`config.mk`:
```
export PLATFORM = sky130hd
export DESIGN_NAME = remappable_pin_select
export DESIGN_NICKNAME = d
export VERILOG_FILES = /design/src/rps_pkg.sv /design/src/remappable_pin_select.sv
export SDC_FILE = /design/constraint.sdc
export NUM_CORES = 1
export LEC_CHECK = 0
export BUFFER_PORTS_ARGS = -buffer_cell sky130_fd_sc_hd__buf_2
export CORE_MARGIN = 8
export CORE_UTILIZATION = 50
export DETAILED_ROUTE_END_ITERATION = 6
export HOLD_SLACK_MARGIN = 0.1
export PLACE_DENSITY = 0.73
export SLEW_MARGIN = 10
export SYNTH_ARGS = -nofsm -noshare
export SYNTH_HDL_FRONTEND = slang
export SYNTH_SLANG_ARGS = --single-unit
```
`constraint.sdc`:
```
create_clock -name ref_clk -period 5.1 [get_ports ref_clk]
set_input_delay 0 -clock ref_clk [delete_from_list [all_inputs] [get_ports ref_clk]]
set_output_delay 0 -clock ref_clk [all_outputs]
set_load 0.01 [all_outputs]
```
`src/rps_pkg.sv`:
```
package rps_pkg;
    // register byte addresses
    localparam logic [7:0] RPS_ADDR_TMR_SEL = 8'h00;
    localparam logic [7:0] RPS_ADDR_OUT_SEL1 = 8'h04;
    localparam logic [7:0] RPS_ADDR_OUT_SEL2 = 8'h08;
    localparam int RPS_ADDR_W = 8;
    // input-select field layout
    localparam int RPS_T9_LSB = 8;
    localparam int RPS_T8_LSB = 0;
    localparam int RPS_IN_W = 7;
    // output-select field layout
    localparam int RPS_HI_LSB = 8;
    localparam int RPS_LO_LSB = 0;
    localparam int RPS_FN_W = 6;
    localparam logic [15:0] RPS_TMR_MASK = 16'h7f7f;
    localparam logic [15:0] RPS_OUT_MASK = 16'h3f3f;
    localparam logic [15:0] RPS_RESET_VAL = 16'h0000;
    // fixed input codes
    localparam logic [6:0] RPS_CODE_GND = 7'h00;
    localparam logic [6:0] RPS_CODE_COMPARATOR1_OUTPUT = 7'h01;
    localparam logic [6:0] RPS_CODE_FIRST_PIN = 7'h2b;
    localparam int RPS_NUM_IN = 128;
    localparam int RPS_NUM_FN = 64;
    localparam logic [1:0] RPS_HTRANS_NONSEQ = 2'b10;
endpackage : rps_pkg

```
`src/remappable_pin_select.sv`:
```
// Register access over AHB-Lite and the address map were left to the implementer.
`timescale 1ns/10ps
`default_nettype none
module remappable_pin_select
    import rps_pkg::*;
#(
    // bit n set where input code n reaches a pin
    parameter logic [127:0] PIN_PRESENT = 128'hf3c3_317f_0300_0000_0000_1800_0000_0000
) (
    input  wire logic                  ref_clk,
    input  wire logic                  reset,
    input  wire logic                  clkEn,
    input  wire logic                  hsel,
    input  wire logic [31:0]           haddr,
    input  wire logic [1:0]            htrans,
    input  wire logic                  hwrite,
    input  wire logic [2:0]            hsize,
    input  wire logic [31:0]           hwdata,
    input  wire logic                  hready,
    output logic      [31:0]           hrdata,
    output logic                       hreadyout,
    output logic                       hresp,
    input  wire logic [RPS_NUM_IN-1:0] remappablePinIn,
    input  wire logic                  comparator1Output,
    input  wire logic [RPS_NUM_FN-1:0] peripheralFunctionOut,
    output logic                       timer8ExternalClock,
    output logic                       timer9ExternalClock,
    output logic                       remapPin66,
    output logic                       remapPin67,
    output logic                       remapPin68,
    output logic                       remapPin69
);
    ////////////////////////////////////////////////////////////////////////////////
    // pick one input source per code
    function automatic logic selectInput(input logic [6:0] code, input logic [RPS_NUM_IN-1:0] pins,
                                         input logic cmp);
        logic res;
        res = 1'b0;
        if (code == RPS_CODE_GND)
            res = 1'b0;
        else if (code == RPS_CODE_COMPARATOR1_OUTPUT)
            res = cmp;
        else if (code >= RPS_CODE_FIRST_PIN && PIN_PRESENT[code])
            res = pins[code];
        return res;
    endfunction : selectInput

    ////////////////////////////////////////////////////////////////////////////////
    // pin synchronisers
    logic [RPS_NUM_IN-1:0] pinMeta_ff, pinSync_ff, nxt_pinMeta, nxt_pinSync;
    logic                  cmpMeta_ff, cmpSync_ff, nxt_cmpMeta, nxt_cmpSync;

    always_comb begin
        nxt_pinMeta = remappablePinIn;
        nxt_pinSync = pinMeta_ff;
        nxt_cmpMeta = comparator1Output;
        nxt_cmpSync = cmpMeta_ff;
    end

    always_ff @(posedge ref_clk) begin
        if (reset) begin
            pinMeta_ff <= '0;
            pinSync_ff <= '0;
            cmpMeta_ff <= 1'b0;
            cmpSync_ff <= 1'b0;
        end else if (clkEn) begin
            pinMeta_ff <= nxt_pinMeta;
            pinSync_ff <= nxt_pinSync;
            cmpMeta_ff <= nxt_cmpMeta;
            cmpSync_ff <= nxt_cmpSync;
        end
    end

    ////////////////////////////////////////////////////////////////////////////////
    // ahb-lite slave and registers
    logic [15:0]           tmrSel_ff, outSel1_ff, outSel2_ff;
    logic [15:0]           nxt_tmrSel, nxt_outSel1, nxt_outSel2;
    logic                  wrPend_ff, nxt_wrPend;
    logic [RPS_ADDR_W-1:0] wrAddr_ff, nxt_wrAddr;
    logic [31:0]           rdData_ff, nxt_rdData;
    logic                  addrPhase;

    assign addrPhase = hsel && hready && htrans == RPS_HTRANS_NONSEQ;

    always_comb begin
        nxt_tmrSel  = tmrSel_ff;
        nxt_outSel1 = outSel1_ff;
        nxt_outSel2 = outSel2_ff;
        nxt_wrPend  = addrPhase && hwrite;
        nxt_wrAddr  = haddr[RPS_ADDR_W-1:0];
        nxt_rdData  = 32'h0000_0000;
        if (wrPend_ff) begin
            if (wrAddr_ff == RPS_ADDR_TMR_SEL)
                nxt_tmrSel = hwdata[15:0] & RPS_TMR_MASK;
            if (wrAddr_ff == RPS_ADDR_OUT_SEL1)
                nxt_outSel1 = hwdata[15:0] & RPS_OUT_MASK;
            if (wrAddr_ff == RPS_ADDR_OUT_SEL2)
                nxt_outSel2 = hwdata[15:0] & RPS_OUT_MASK;
        end
        if (addrPhase && !hwrite) begin
            case (haddr[RPS_ADDR_W-1:0])
                RPS_ADDR_TMR_SEL: begin
                    nxt_rdData = {16'h0000, nxt_tmrSel};
                end
                RPS_ADDR_OUT_SEL1: begin
                    nxt_rdData = {16'h0000, nxt_outSel1};
                end
                RPS_ADDR_OUT_SEL2: begin
                    nxt_rdData = {16'h0000, nxt_outSel2};
                end
                default: begin
                    nxt_rdData = 32'h0000_0000;
                end
            endcase
        end
    end

    always_ff @(posedge ref_clk) begin
        if (reset) begin
            tmrSel_ff  <= RPS_RESET_VAL;
            outSel1_ff <= RPS_RESET_VAL;
            outSel2_ff <= RPS_RESET_VAL;
            wrPend_ff  <= 1'b0;
            wrAddr_ff  <= '0;
            rdData_ff  <= 32'h0000_0000;
        end else if (clkEn) begin
            tmrSel_ff  <= nxt_tmrSel;
            outSel1_ff <= nxt_outSel1;
            outSel2_ff <= nxt_outSel2;
            wrPend_ff  <= nxt_wrPend;
            wrAddr_ff  <= nxt_wrAddr;
            rdData_ff  <= nxt_rdData;
        end
    end

    assign hrdata    = rdData_ff;
    assign hreadyout = 1'b1;
    assign hresp     = 1'b0;

    ////////////////////////////////////////////////////////////////////////////////
    // routing to timers and pins
    logic [5:0] fn66, fn67, fn68, fn69;
    logic [5:0] outPins_ff, nxt_outPins;

    assign fn67 = outSel1_ff[RPS_HI_LSB +: RPS_FN_W];
    assign fn66 = outSel1_ff[RPS_LO_LSB +: RPS_FN_W];
    assign fn69 = outSel2_ff[RPS_HI_LSB +: RPS_FN_W];
    assign fn68 = outSel2_ff[RPS_LO_LSB +: RPS_FN_W];

    always_comb begin
        // decode timer 8 and 9 sources, then route functions to pins 66 to 69
        nxt_outPins[0] = selectInput(tmrSel_ff[RPS_T8_LSB +: RPS_IN_W], pinSync_ff, cmpSync_ff);
        nxt_outPins[1] = selectInput(tmrSel_ff[RPS_T9_LSB +: RPS_IN_W], pinSync_ff, cmpSync_ff);
        nxt_outPins[2] = peripheralFunctionOut[fn66];
        nxt_outPins[3] = peripheralFunctionOut[fn67];
        nxt_outPins[4] = peripheralFunctionOut[fn68];
        nxt_outPins[5] = peripheralFunctionOut[fn69];
    end

    always_ff @(posedge ref_clk) begin
        if (reset)
            outPins_ff <= 6'h00;
        else if (clkEn)
            outPins_ff <= nxt_outPins;
    end

    assign timer8ExternalClock = outPins_ff[0];
    assign timer9ExternalClock = outPins_ff[1];
    assign remapPin66          = outPins_ff[2];
    assign remapPin67          = outPins_ff[3];
    assign remapPin68          = outPins_ff[4];
    assign remapPin69          = outPins_ff[5];
endmodule : remappable_pin_select
`default_nettype wire

```
Word-level counts from Yosys, hierarchy flattened --
Memory sizes are Yosys's and may differ from the RTL's. A register that Yosys moved wholly into a read port is not among the register bits. Cells that the tools add are included.
Cells by class: shifts and indexed selects 0, order comparisons 8, mux-type cells 32, reduce and logical (&&, ||, !) cells 11, equal/unequal tests 7, bitwise logic cells 0, add/sub/neg operators 0, multipliers 0, div/mod/pow operators 0
Operator list (count):
- $mux W16 | 7
- $pmux W16 S3 | 1
- $lt A6 B7 Y1 const B | 4
- $mux W7 | 4
- $bmux W1 S6 | 4
- $eq A8 B3 Y1 const B | 2
- $eq A8 B4 Y1 const B | 2
- $logic_not A8 Y1 | 2
- $lt A7 B8 Y1 const B | 2
- $bmux W1 S7 | 2
- $eq A7 B1 Y1 const B | 2
- $ge A7 B6 Y1 const B | 2
- $logic_not A7 Y1 | 2
- $mux W1 | 14
- $logic_and A1 B1 Y1 | 6
- $eq A2 B2 Y1 const B | 1
- $logic_not A1 Y1 | 1
Storage, ports and cells: memories 2, bits in registers 353, input port bits 268, output and inout port bits 40, bits in read-only memories 256, memory bits (writable) 0, latch bits 0
Memories:
- (name not given) | depth 128, width 1, rd ports 1, clocked after Yosys merged registers in 1, write ports 0, RTL line remappable_pin_select.sv:43 | else if (code >= RPS_CODE_FIRST_PIN && PIN_PRESENT[code])
- (name not given) | depth 128, width 1, rd ports 1, clocked after Yosys merged registers in 1, write ports 0, RTL line remappable_pin_select.sv:43

Depth between registers and ports, before layout --
Gate-level depths: netlist (run 1).
word-level depth 6, mapped depth 10

Worst setup path after synthesis (run 1) --
No wires, ideal clock.
path kind flip-flop to flip-flop, start point register wrAddr_ff[1], end point register (tool-made name), buffers on the path 2, arrival time 2.173 ns, stages on the path, launching flop included 11, data required time 4.967 ns, path slack 2.794 ns, path through dfxtp_1 -> nor4_4 -> and3_1 -> buf_2 -> clkbuf_1 -> nand2_1 -> a21oi_1 -> ha_1 -> and2_1 -> o211ai_1 -> a31oi_1
RTL lines:
- start: declaration | RTL line remappable_pin_select.sv:79 | logic [RPS_ADDR_W-1:0] wrAddr_ff, nxt_wrAddr;
- start signal: assignment | RTL line remappable_pin_select.sv:131 | wrAddr_ff <= nxt_wrAddr;

Final worst setup path (run 1) --
start point register wrAddr_ff[1], end point register outSel1_ff[2]
Between the ends: word-level cells in the longest chain between the ends 3
Ends and longest elaborated chain:
- $eq A8 B3 Y1 | RTL line remappable_pin_select.sv:95 | if (wrAddr_ff == RPS_ADDR_OUT_SEL1)
- $mux W16 | RTL line remappable_pin_select.sv:95
- $mux W16 | RTL line remappable_pin_select.sv:92 | if (wrPend_ff) begin
- end signal: assignment | RTL line remappable_pin_select.sv:128 | outSel1_ff <= nxt_outSel1;
- end: declaration | RTL line remappable_pin_select.sv:76 | logic [15:0] tmrSel_ff, outSel1_ff, outSel2_ff;
No other way between the ends. A chain may end at the register's enable or synchronous reset.

==> results.rst, run 1 <==
.. list-table::
   :header-rows: 1

   * - Metric
     - Value
   * - Via density per instance
     - 5.84
   * - Reg area
     - 6790 um2
   * - Netlist cell types
     - 66
   * - Critical path's largest stage delay
     - between 1 and 1.5 ns
   * - Setup repair after global routing missed its margin
     - no
   * - IO Count
     - ~310
   * - Placement Rows
     - 68
   * - Number of max-cap violations
     - 0
   * - Mapped Cells
     - 1,747
   * - Worst path cell trace
     - nor4_4 > nand4b_1 > nor2_1 > nand2_1 > a21oi_1 > dlygate4sd3_1
   * - Horizontal die dimension
     - ~200 um
   * - Outcome
     - completed
   * - Synthesized area per cell
     - 10.0 um2
   * - Global placer's final weighted congestion
     - between 0.9 and 1
   * - Area growth, synth to finish
     - 27.7%
   * - Maximum count of clock buffers along a single path
     - 3
   * - Upper clock frequency limit
     - between 0.2 and 0.3 GHz
   * - Y dimension of the die
     - around 200 um
   * - Worst slack after detailed placement
     - ~2.3 ns
   * - Die area
     - 41,300 um2
   * - Non-filler instance count after layout
     - roughly 2,600
   * - Router iterations before antenna repair
     - 5
   * - CTS clk-pin slew, worst paths
     - 0.06 ns
   * - Initial antenna violation count
     - 1
   * - Post-detailed-placement half-perimeter wirelength
     - 34.6 mm
   * - Nature of the critical path endpoint
     - register
   * - Multi-input gate area
     - between 9000 and 10,000 um2
   * - P per Cell Area
     - approximately 280 nW/um2
   * - Largest clock skew in the final design
     - ~0.016 ns
   * - Mean routed wirelength per cell
     - 21.1 um
   * - Arrival time worst endpoint
     - around 3.9 ns
   * - Critical Path Fanout Max
     - 16
   * - Portion of netlist area occupied by mux cells
     - 0.341
   * - Critical path required time
     - between 5 and 6 ns
   * - Remaining DRCs
     - 0
   * - Total Neg Setup Slack
     - 0 ns
   * - Final Critical Period
     - between 3 and 4 ns
   * - Fraction of layout cells with a size suffix above 1
     - 0.211
   * - Worst relative slew slack
     - 0.109
   * - Core region area
     - roughly 35,000 um2
   * - Final period util
     - 0.676
   * - Grt ovf
     - 0
   * - Instance count after placement with tap cells included
     - 2,306
   * - Complex-gate fraction of the synthesized area
     - 0.0716
   * - Adder-cell area share of the yosys netlist
     - 0.00286
   * - Global-route wire length before repair
     - 86.2 mm
   * - Leakage component of the power
     - between 9 and 10 nW
   * - Buffers added on ports
     - about 240
   * - Register bit total from synthesis
     - approximately 340
   * - Count of warnings emitted by yosys
     - 0
   * - Worst path setup slack after routing
     - between 1.5 and 2 ns
   * - Class of the most critical hold timing path
     - in -> reg
   * - Type of element launching the critical path
     - register
   * - Async set-or-reset flop fraction in the synthesized netlist
     - 0
   * - Transition time of the tightest slew-check pin
     - between 1 and 1.5 ns
   * - Category of cells accounting for the largest share of critical-path delay
     - simple AND/OR/NAND/NOR gates
   * - Clock net sink count
     - 339
   * - Simple logic cell fraction of the synthesized area
     - 0.144
   * - Peak supply drop
     - 0.324 mV
   * - Vias in the first global route
     - approximately 16,000
   * - WL final
     - approximately 55 mm
   * - Cell chosen for the clock root
     - sky130_fd_sc_hd__clkbuf_16
   * - Detailed router's first-iteration violation count
     - 1,173
   * - Tightest hold margin
     - roughly 0.25 ns
   * - Total clock buffers created by CTS
     - 38
   * - Xor-xnor portion of the synthesized cell area
     - 0
   * - Number of filler instances in the final layout
     - 2,635
   * - Top cell type's share of synthesized area
     - 0.387
   * - Clock tree from TritonCTS
     - built
   * - Antenna viol nets, final
     - 0
   * - Share of the yosys chip area belonging to registers
     - 0.387
   * - Setup-failing EPs final
     - 0
   * - Final hold viol count
     - 0
   * - Pin count of the biggest net entering global routing
     - about 170
   * - Crit path kind
     - reg -> reg
   * - Via count
     - around 15,000
   * - Combined buffer and inverter count along the critical path
     - 1
   * - Count of flip-flops with a built-in enable after synthesis
     - 0
   * - Post-synth design cell area
     - approximately 18,000 um2
   * - CP max-delay cell
     - sky130_fd_sc_hd__nor2_1
   * - Number of max-slew violations in the final report
     - 0
   * - Largest cells by area after synthesis
     - sky130_fd_sc_hd__dfxtp_1 (39%), sky130_fd_sc_hd__mux2i_1 (17%), sky130_fd_sc_hd__mux4_2 (15%), sky130_fd_sc_hd__nor2_1 (6.3%), sky130_fd_sc_hd__nand2_1 (3.2%)
   * - Global routing usage summed across all routing layers
     - 0.256
   * - Most instantiated flip-flop cell in the synthesis netlist
     - sky130_fd_sc_hd__dfxtp_1
   * - Clk Latency, worst-skew pair
     - about 0.52 ns
   * - Post-synth top area cell
     - sky130_fd_sc_hd__dfxtp_1
   * - Number of nets in the finished design
     - 2,404
   * - Effective utilization at floorplan
     - 0.507
   * - Dominant combinational cell family by area after synthesis
     - multiplexers
   * - CTS H-Tree Depth
     - 2
## where the power goes
part | switching, mW | total (mW) | internal [mW]
combinational | 0.318 | 0.702 | 0.384
sequential | 0.0762 | 2.83 | 2.75
clock | 1.10 | 2.77 | 1.68
## placed cells by master, fill, tap and decap left out, types with 25 or more instances in the layout
cell,synthesis,layout
sky130_fd_sc_hd__nand2_1,150,150
sky130_fd_sc_hd__mux2i_1,303,303
sky130_fd_sc_hd__a21oi_1,80,80
sky130_fd_sc_hd__nand3_1,45,45
sky130_fd_sc_hd__buf_2,48,242
sky130_fd_sc_hd__dfxtp_1,339,335
sky130_fd_sc_hd__nor2_1,295,295
sky130_fd_sc_hd__dlygate4sd3_1,0,241
sky130_fd_sc_hd__clkbuf_16,0,39
sky130_fd_sc_hd__a22oi_1,25,25
sky130_fd_sc_hd__mux4_2,113,113
## state kept, by name, summed over array words and instances, names as in the netlist, named ones only
signal	flops
outSel2_ff	16
outPins_ff	6
wrPend_ff	1
tmrSel_ff	16
outSel1_ff	16
hrdata	16
cmpMeta_ff	1
cmpSync_ff	1
nxt_pinSync	128
wrAddr_ff	8
pinSync_ff	128
## worst paths after layout
| kind | startpoint | to | slack [ns] | depth (start not counted) |
|---|---|---|---|---|
| min | remappablePinIn[81] | nxt_pinSync[81] | 0.25 | 4 |
| max | wrAddr_ff[1] | outSel1_ff[2] | 1.65 | 6 |
| max reg2reg | wrAddr_ff[1] | outSel1_ff[2] | 1.65 | 6 |
| min reg2reg | tmrSel_ff[15] | tmrSel_ff[15] | 0.45 | 2 |
## layer usage
metal,track usage,vias up,wire (um)
li1,-,7057,-
met1,0.309,7348,21600
met2,0.444,707,27100
met3,0.0497,161,4170
met4,0.105,0,2200
met5,0,-,0
## what timing repair did
action / CTS / global route
hold buffers: 241 / 0
endpoints found under the setup margin: 0 / 0
hold endpoints to repair: 246 / 0
setup buffers: 0 / 0
resized for setup: 0 / 0
## cell usage after synthesis (3+ instances only)
| library cell | number |
|---|---|
| sky130_fd_sc_hd__o211ai_1 | 3 |
| sky130_fd_sc_hd__mux2_2 | 14 |
| sky130_fd_sc_hd__buf_4 | 27 |
| sky130_fd_sc_hd__nor4b_1 | 3 |
| sky130_fd_sc_hd__buf_1 | 23 |
| sky130_fd_sc_hd__o21ai_0 | 10 |
| sky130_fd_sc_hd__a31oi_1 | 15 |
| sky130_fd_sc_hd__a2111oi_0 | 4 |
| sky130_fd_sc_hd__and2_1 | 3 |
| sky130_fd_sc_hd__and3_1 | 5 |
| sky130_fd_sc_hd__buf_2 | 48 |
| sky130_fd_sc_hd__nand3b_1 | 3 |
| sky130_fd_sc_hd__ha_1 | 4 |
| sky130_fd_sc_hd__a21o_1 | 5 |
| sky130_fd_sc_hd__nand3_1 | 45 |
| sky130_fd_sc_hd__mux4_2 | 113 |
| sky130_fd_sc_hd__dfxtp_1 | 339 |
| sky130_fd_sc_hd__a21oi_1 | 80 |
| sky130_fd_sc_hd__a22oi_1 | 25 |
| sky130_fd_sc_hd__mux2i_1 | 303 |
| sky130_fd_sc_hd__nand2b_1 | 5 |
| sky130_fd_sc_hd__mux4_1 | 9 |
| sky130_fd_sc_hd__nor3_1 | 8 |
| sky130_fd_sc_hd__clkbuf_2 | 3 |
| sky130_fd_sc_hd__inv_1 | 21 |
| sky130_fd_sc_hd__nor2b_1 | 24 |
| sky130_fd_sc_hd__nor2_1 | 295 |
| sky130_fd_sc_hd__a211oi_1 | 10 |
| sky130_fd_sc_hd__nand4b_1 | 5 |
| sky130_fd_sc_hd__nor4_1 | 6 |
| sky130_fd_sc_hd__o221ai_1 | 13 |
| sky130_fd_sc_hd__nor3b_1 | 10 |
| sky130_fd_sc_hd__clkbuf_1 | 67 |
| sky130_fd_sc_hd__nand2_1 | 150 |
| sky130_fd_sc_hd__and4b_1 | 3 |
| sky130_fd_sc_hd__o32ai_1 | 6 |
## tightest hold or removal path, cell delays in order
cell and delay [ns]:
sky130_fd_sc_hd__dlygate4sd3_1 0.52, sky130_fd_sc_hd__buf_2 0.09, sky130_fd_sc_hd__mux2i_1 0.06, sky130_fd_sc_hd__nor2_1 0.07
## final cells by class
class | count | share of cell area
inverters | 22 | 0.00369
multi-input cells | 1231 | 0.441
well taps | 455 | 0.0255
clock buffers | 54 | 0.0497
repair buffers | 500 | 0.169
diodes | 1 | 0.000112
flip-flops and latches | 339 | 0.304
clock inverters | 12 | 0.00705
## cell families after synthesis
| family | count (synthesis) |
|---|---|
| adders and majority gates | 4 |
| DFF | 339 |
| and+or+nand+nor | 578 |
| muxes | 439 |
| AOI/OAI and AO/OA | 192 |
| buffers and inverters | 193 |
| other | 2 |
## stage by stage
stage               cell area (um2)   util  total power, mW
floorplan                     17600      -             3.20
global placement              18700  0.541             3.38
detailed placement            18700  0.541             3.40
CTS                           22400  0.647             6.30
global route                  22400  0.648             6.52
finish                        22400  0.648             6.30
(Power assumes the default switching activity.)
==> run 2: changes to the inputs <==
- PLACE_DENSITY: 0.73 -> 0.75
- clock period: 5.1 -> 3.1 ns (I/O delays scaled with it)
==> run 2 against run 1 <==
  * Routed wire length fell by 0.34%
  * Sequential share of layout area rose by 0.33 points
  * Core utilization fell by 0.70 points
  * Largest power group unchanged
  * Power rose by 62%
  * Clock skew rose by 0.010 ns
  * Worst hold slack got worse by 0.0026 ns
  * Sequential power rose by 64%
  * Non-clock buffer count fell by 17
  * Flip-flop and latch count did not move
  * Register-to-register slack got worse by 1.3 ns
  * Cell count fell by 0.69%
==> results.rst, run 2 (synthesis gave the netlist of run 1 again) <==
.. list-table::
   :header-rows: 1

   * - Metric
     - Value
   * - Total power of the final layout
     - 10.2 mW (+62%)
   * - Most common cell after layout, fill and taps aside
     - sky130_fd_sc_hd__dfxtp_1
   * - Transition time of the tightest slew-check pin
     - 1.16 ns (-0.177 ns)
   * - P per Cell Area
     - 463 nW/um2 (+64%)
   * - Leakage component of the power
     - 9.15 nW (-0.74%)
   * - Global placer's final weighted congestion
     - 0.916 (+1.3%)
   * - Via count
     - 15,200 (-0.16%)
   * - CTS H-Tree Depth
     - 2 (unchanged)
   * - Top library cells by usage in the layout, fill and taps aside
     - sky130_fd_sc_hd__dfxtp_1 (335), sky130_fd_sc_hd__mux2i_1 (303), sky130_fd_sc_hd__nor2_1 (295), sky130_fd_sc_hd__buf_2 (242), sky130_fd_sc_hd__dlygate4sd3_1 (197)
   * - Grt ovf
     - 0 (unchanged)
   * - Final core occ
     - 0.641 (-0.00695)
   * - Setup repair after global routing missed its margin
     - no
   * - Worst relative slew slack
     - 0.227 (+0.118)
   * - Final hold viol count
     - 0 (unchanged)
   * - Reg-to-reg critical path endpoint
     - outSel1_ff[2]
   * - Placement Rows
     - 68 (unchanged)
   * - Post-detailed-placement half-perimeter wirelength
     - 36.4 mm (+5.3%)
   * - Final period util
     - 0.889 (+0.213)
   * - Clock tree from TritonCTS
     - built
   * - Vias in the first global route
     - 15,400 (-2.7%)
   * - CTS resizes
     - 0 (unchanged)
   * - Critical Path Fanout Max
     - 15 (-1)
   * - Largest clock skew in the final design
     - 0.0265 ns (+0.0102 ns)
   * - Setup-failing EPs final
     - 0 (unchanged)
   * - DP Area
     - 18,900 um2 (+1.2%)
   * - Outcome
     - completed
   * - Effective utilization at floorplan
     - 0.507 (unchanged)
   * - Number of filler instances in the final layout
     - 2,641 (+0.23%)
   * - Post-CTS Setup Bufs
     - 0 (unchanged)
   * - Global routing usage summed across all routing layers
     - 0.255 (-0.00105)
   * - Critical path required time
     - 3.50 ns (-2.05 ns)
   * - Detailed router's first-iteration violation count
     - 1,356 (+16%)
   * - Router iterations before antenna repair
     - 5 (unchanged)
   * - Core region area
     - 34,500 um2 (unchanged)
   * - Initial antenna violation count
     - 1 (unchanged)
   * - Nature of the critical path endpoint
     - register
   * - Type of element launching the critical path
     - register
   * - Antenna viol nets, final
     - 0 (unchanged)
   * - Cell depth of the worst hold path
     - 4 (unchanged)
   * - Worst r2r src
     - wrAddr_ff[1]
   * - Finished Cell Area
     - 22,100 um2 (-1.1%)
   * - Number of nets in the finished design
     - 2,385 (-0.79%)
   * - Total Neg Setup Slack
     - 0 ns (unchanged)
   * - Number of max-slew violations in the final report
     - 0 (unchanged)
   * - R2r worst-path depth
     - 6 (unchanged)
   * - Buffers added on ports
     - 244 (unchanged)
   * - WL final
     - 54.9 mm (-0.34%)
   * - Mean routed wirelength per cell
     - 21.1 um (+0.35%)
   * - Total clock buffers created by CTS
     - 36 (-5.3%)
   * - Horizontal die dimension
     - 203 um (unchanged)
   * - Fraction of layout cells with a size suffix above 1
     - 0.225 (+0.0144)
   * - Remaining DRCs
     - 0 (unchanged)
   * - Final Critical Period
     - 2.76 ns (-0.691 ns)
   * - Slack of the worst reg-to-reg path
     - 0.34 ns (-1.31 ns)
   * - CP endpoint
     - outSel1_ff[2]
   * - CTS clk-pin slew, worst paths
     - 0.06 ns (about the same)
   * - Y dimension of the die
     - 203 um (unchanged)
   * - Worst slack after detailed placement
     - 0.628 ns (-1.64 ns)
   * - IO Count
     - 308 (unchanged)
   * - Worst path setup slack after routing
     - 0.343 ns (-1.31 ns)
   * - Maximum count of clock buffers along a single path
     - 3 (unchanged)
   * - Arrival time worst endpoint
     - 3.16 ns (-0.74 ns)
   * - Crit path kind
     - reg -> reg
   * - Die area
     - 41,300 um2 (unchanged)
   * - Pin count of the biggest net entering global routing
     - 155 (-6.1%)
   * - Start point of the critical path
     - wrAddr_ff[1]
   * - Global-route wire length before repair
     - 85.5 mm (-0.87%)
   * - Clock net sink count
     - 339 (unchanged)
   * - Clk Latency, worst-skew pair
     - 0.52 ns (about the same)
   * - Via density per instance
     - 5.87 (+0.54%)
   * - Area growth, synth to finish
     - 26.3%
   * - Number of buffers inserted for hold repair after clock tree synthesis
     - 197 (-18%)
   * - Cell chosen for the clock root
     - sky130_fd_sc_hd__clkbuf_16
   * - Number of max-cap violations
     - 0 (unchanged)
   * - Peak supply drop
     - 0.414 mV (+28%)
   * - Upper clock frequency limit
     - 0.363 GHz (+25%)
   * - Class of the most critical hold timing path
     - in -> reg
-- run 2: report_power, final --
part	total, mW	internal [mW]	leakage (nW)	switching [mW]
sequential	4.65	4.53	2.77	0.123
clock	4.50	2.73	0.620	1.76
combinational	1.09	0.583	5.76	0.508
total	10.2	7.84	9.15	2.40
-- run 2: metrics by stage --
stage | std cells | hold WS (ns)
6_report | 2596 | 0.251
5_1_grt | 2596 | 0.254
4_1_cts | 2595 | 0.227
3_5_place_dp | 2333 | 0.242
3_3_place_gp | 2333 | 0.233
2_1_floorplan | 1763 | 0.136
-- run 2: cell type report --
type / instances / area [um2] / area share
timing repair buffer: 483 / 3550 / 0.161
clock buffer: 54 / 1110 / 0.0502
multi-input combinational: 1231 / 9870 / 0.446
clock inverter: 11 / 144 / 0.00650
sequential: 339 / 6790 / 0.307
inverter: 22 / 82.6 / 0.00373
antenna: 1 / 2.50 / 0.000113
tap: 455 / 569 / 0.0257
-- run 2: critical path: stages, from the launching register on --
cell                            delay [ns]
sky130_fd_sc_hd__dfxtp_1              0.33
sky130_fd_sc_hd__nor4_4               0.41
sky130_fd_sc_hd__and4b_1              0.63
sky130_fd_sc_hd__nand2_1              0.43
sky130_fd_sc_hd__nand2_1              0.17
sky130_fd_sc_hd__a21oi_1              0.08
sky130_fd_sc_hd__dlygate4sd3_1        0.59
-- run 2: how the worst min path moves through the flow --
stage,end,startpoint,slack [ns]
after floorplan,outSel2_ff[12],hwdata[12],0.14
after global placement,nxt_pinSync[111],remappablePinIn[111],0.23
after detailed placement,nxt_pinSync[49],remappablePinIn[49],0.24
after CTS,nxt_pinSync[49],remappablePinIn[49],0.23
after global routing,nxt_pinSync[42],remappablePinIn[42],0.25
final,nxt_pinSync[81],remappablePinIn[81],0.25
-- run 2: metal layers --
layer / global-route usage / up-vias / share of wire
met5: 0 / - / 0
met3: 0.0467 / 147 / 0.081
met4: 0.112 / 0 / 0.043
li1: - / 7009 / -
met1: 0.315 / 7351 / 0.39
met2: 0.432 / 742 / 0.48
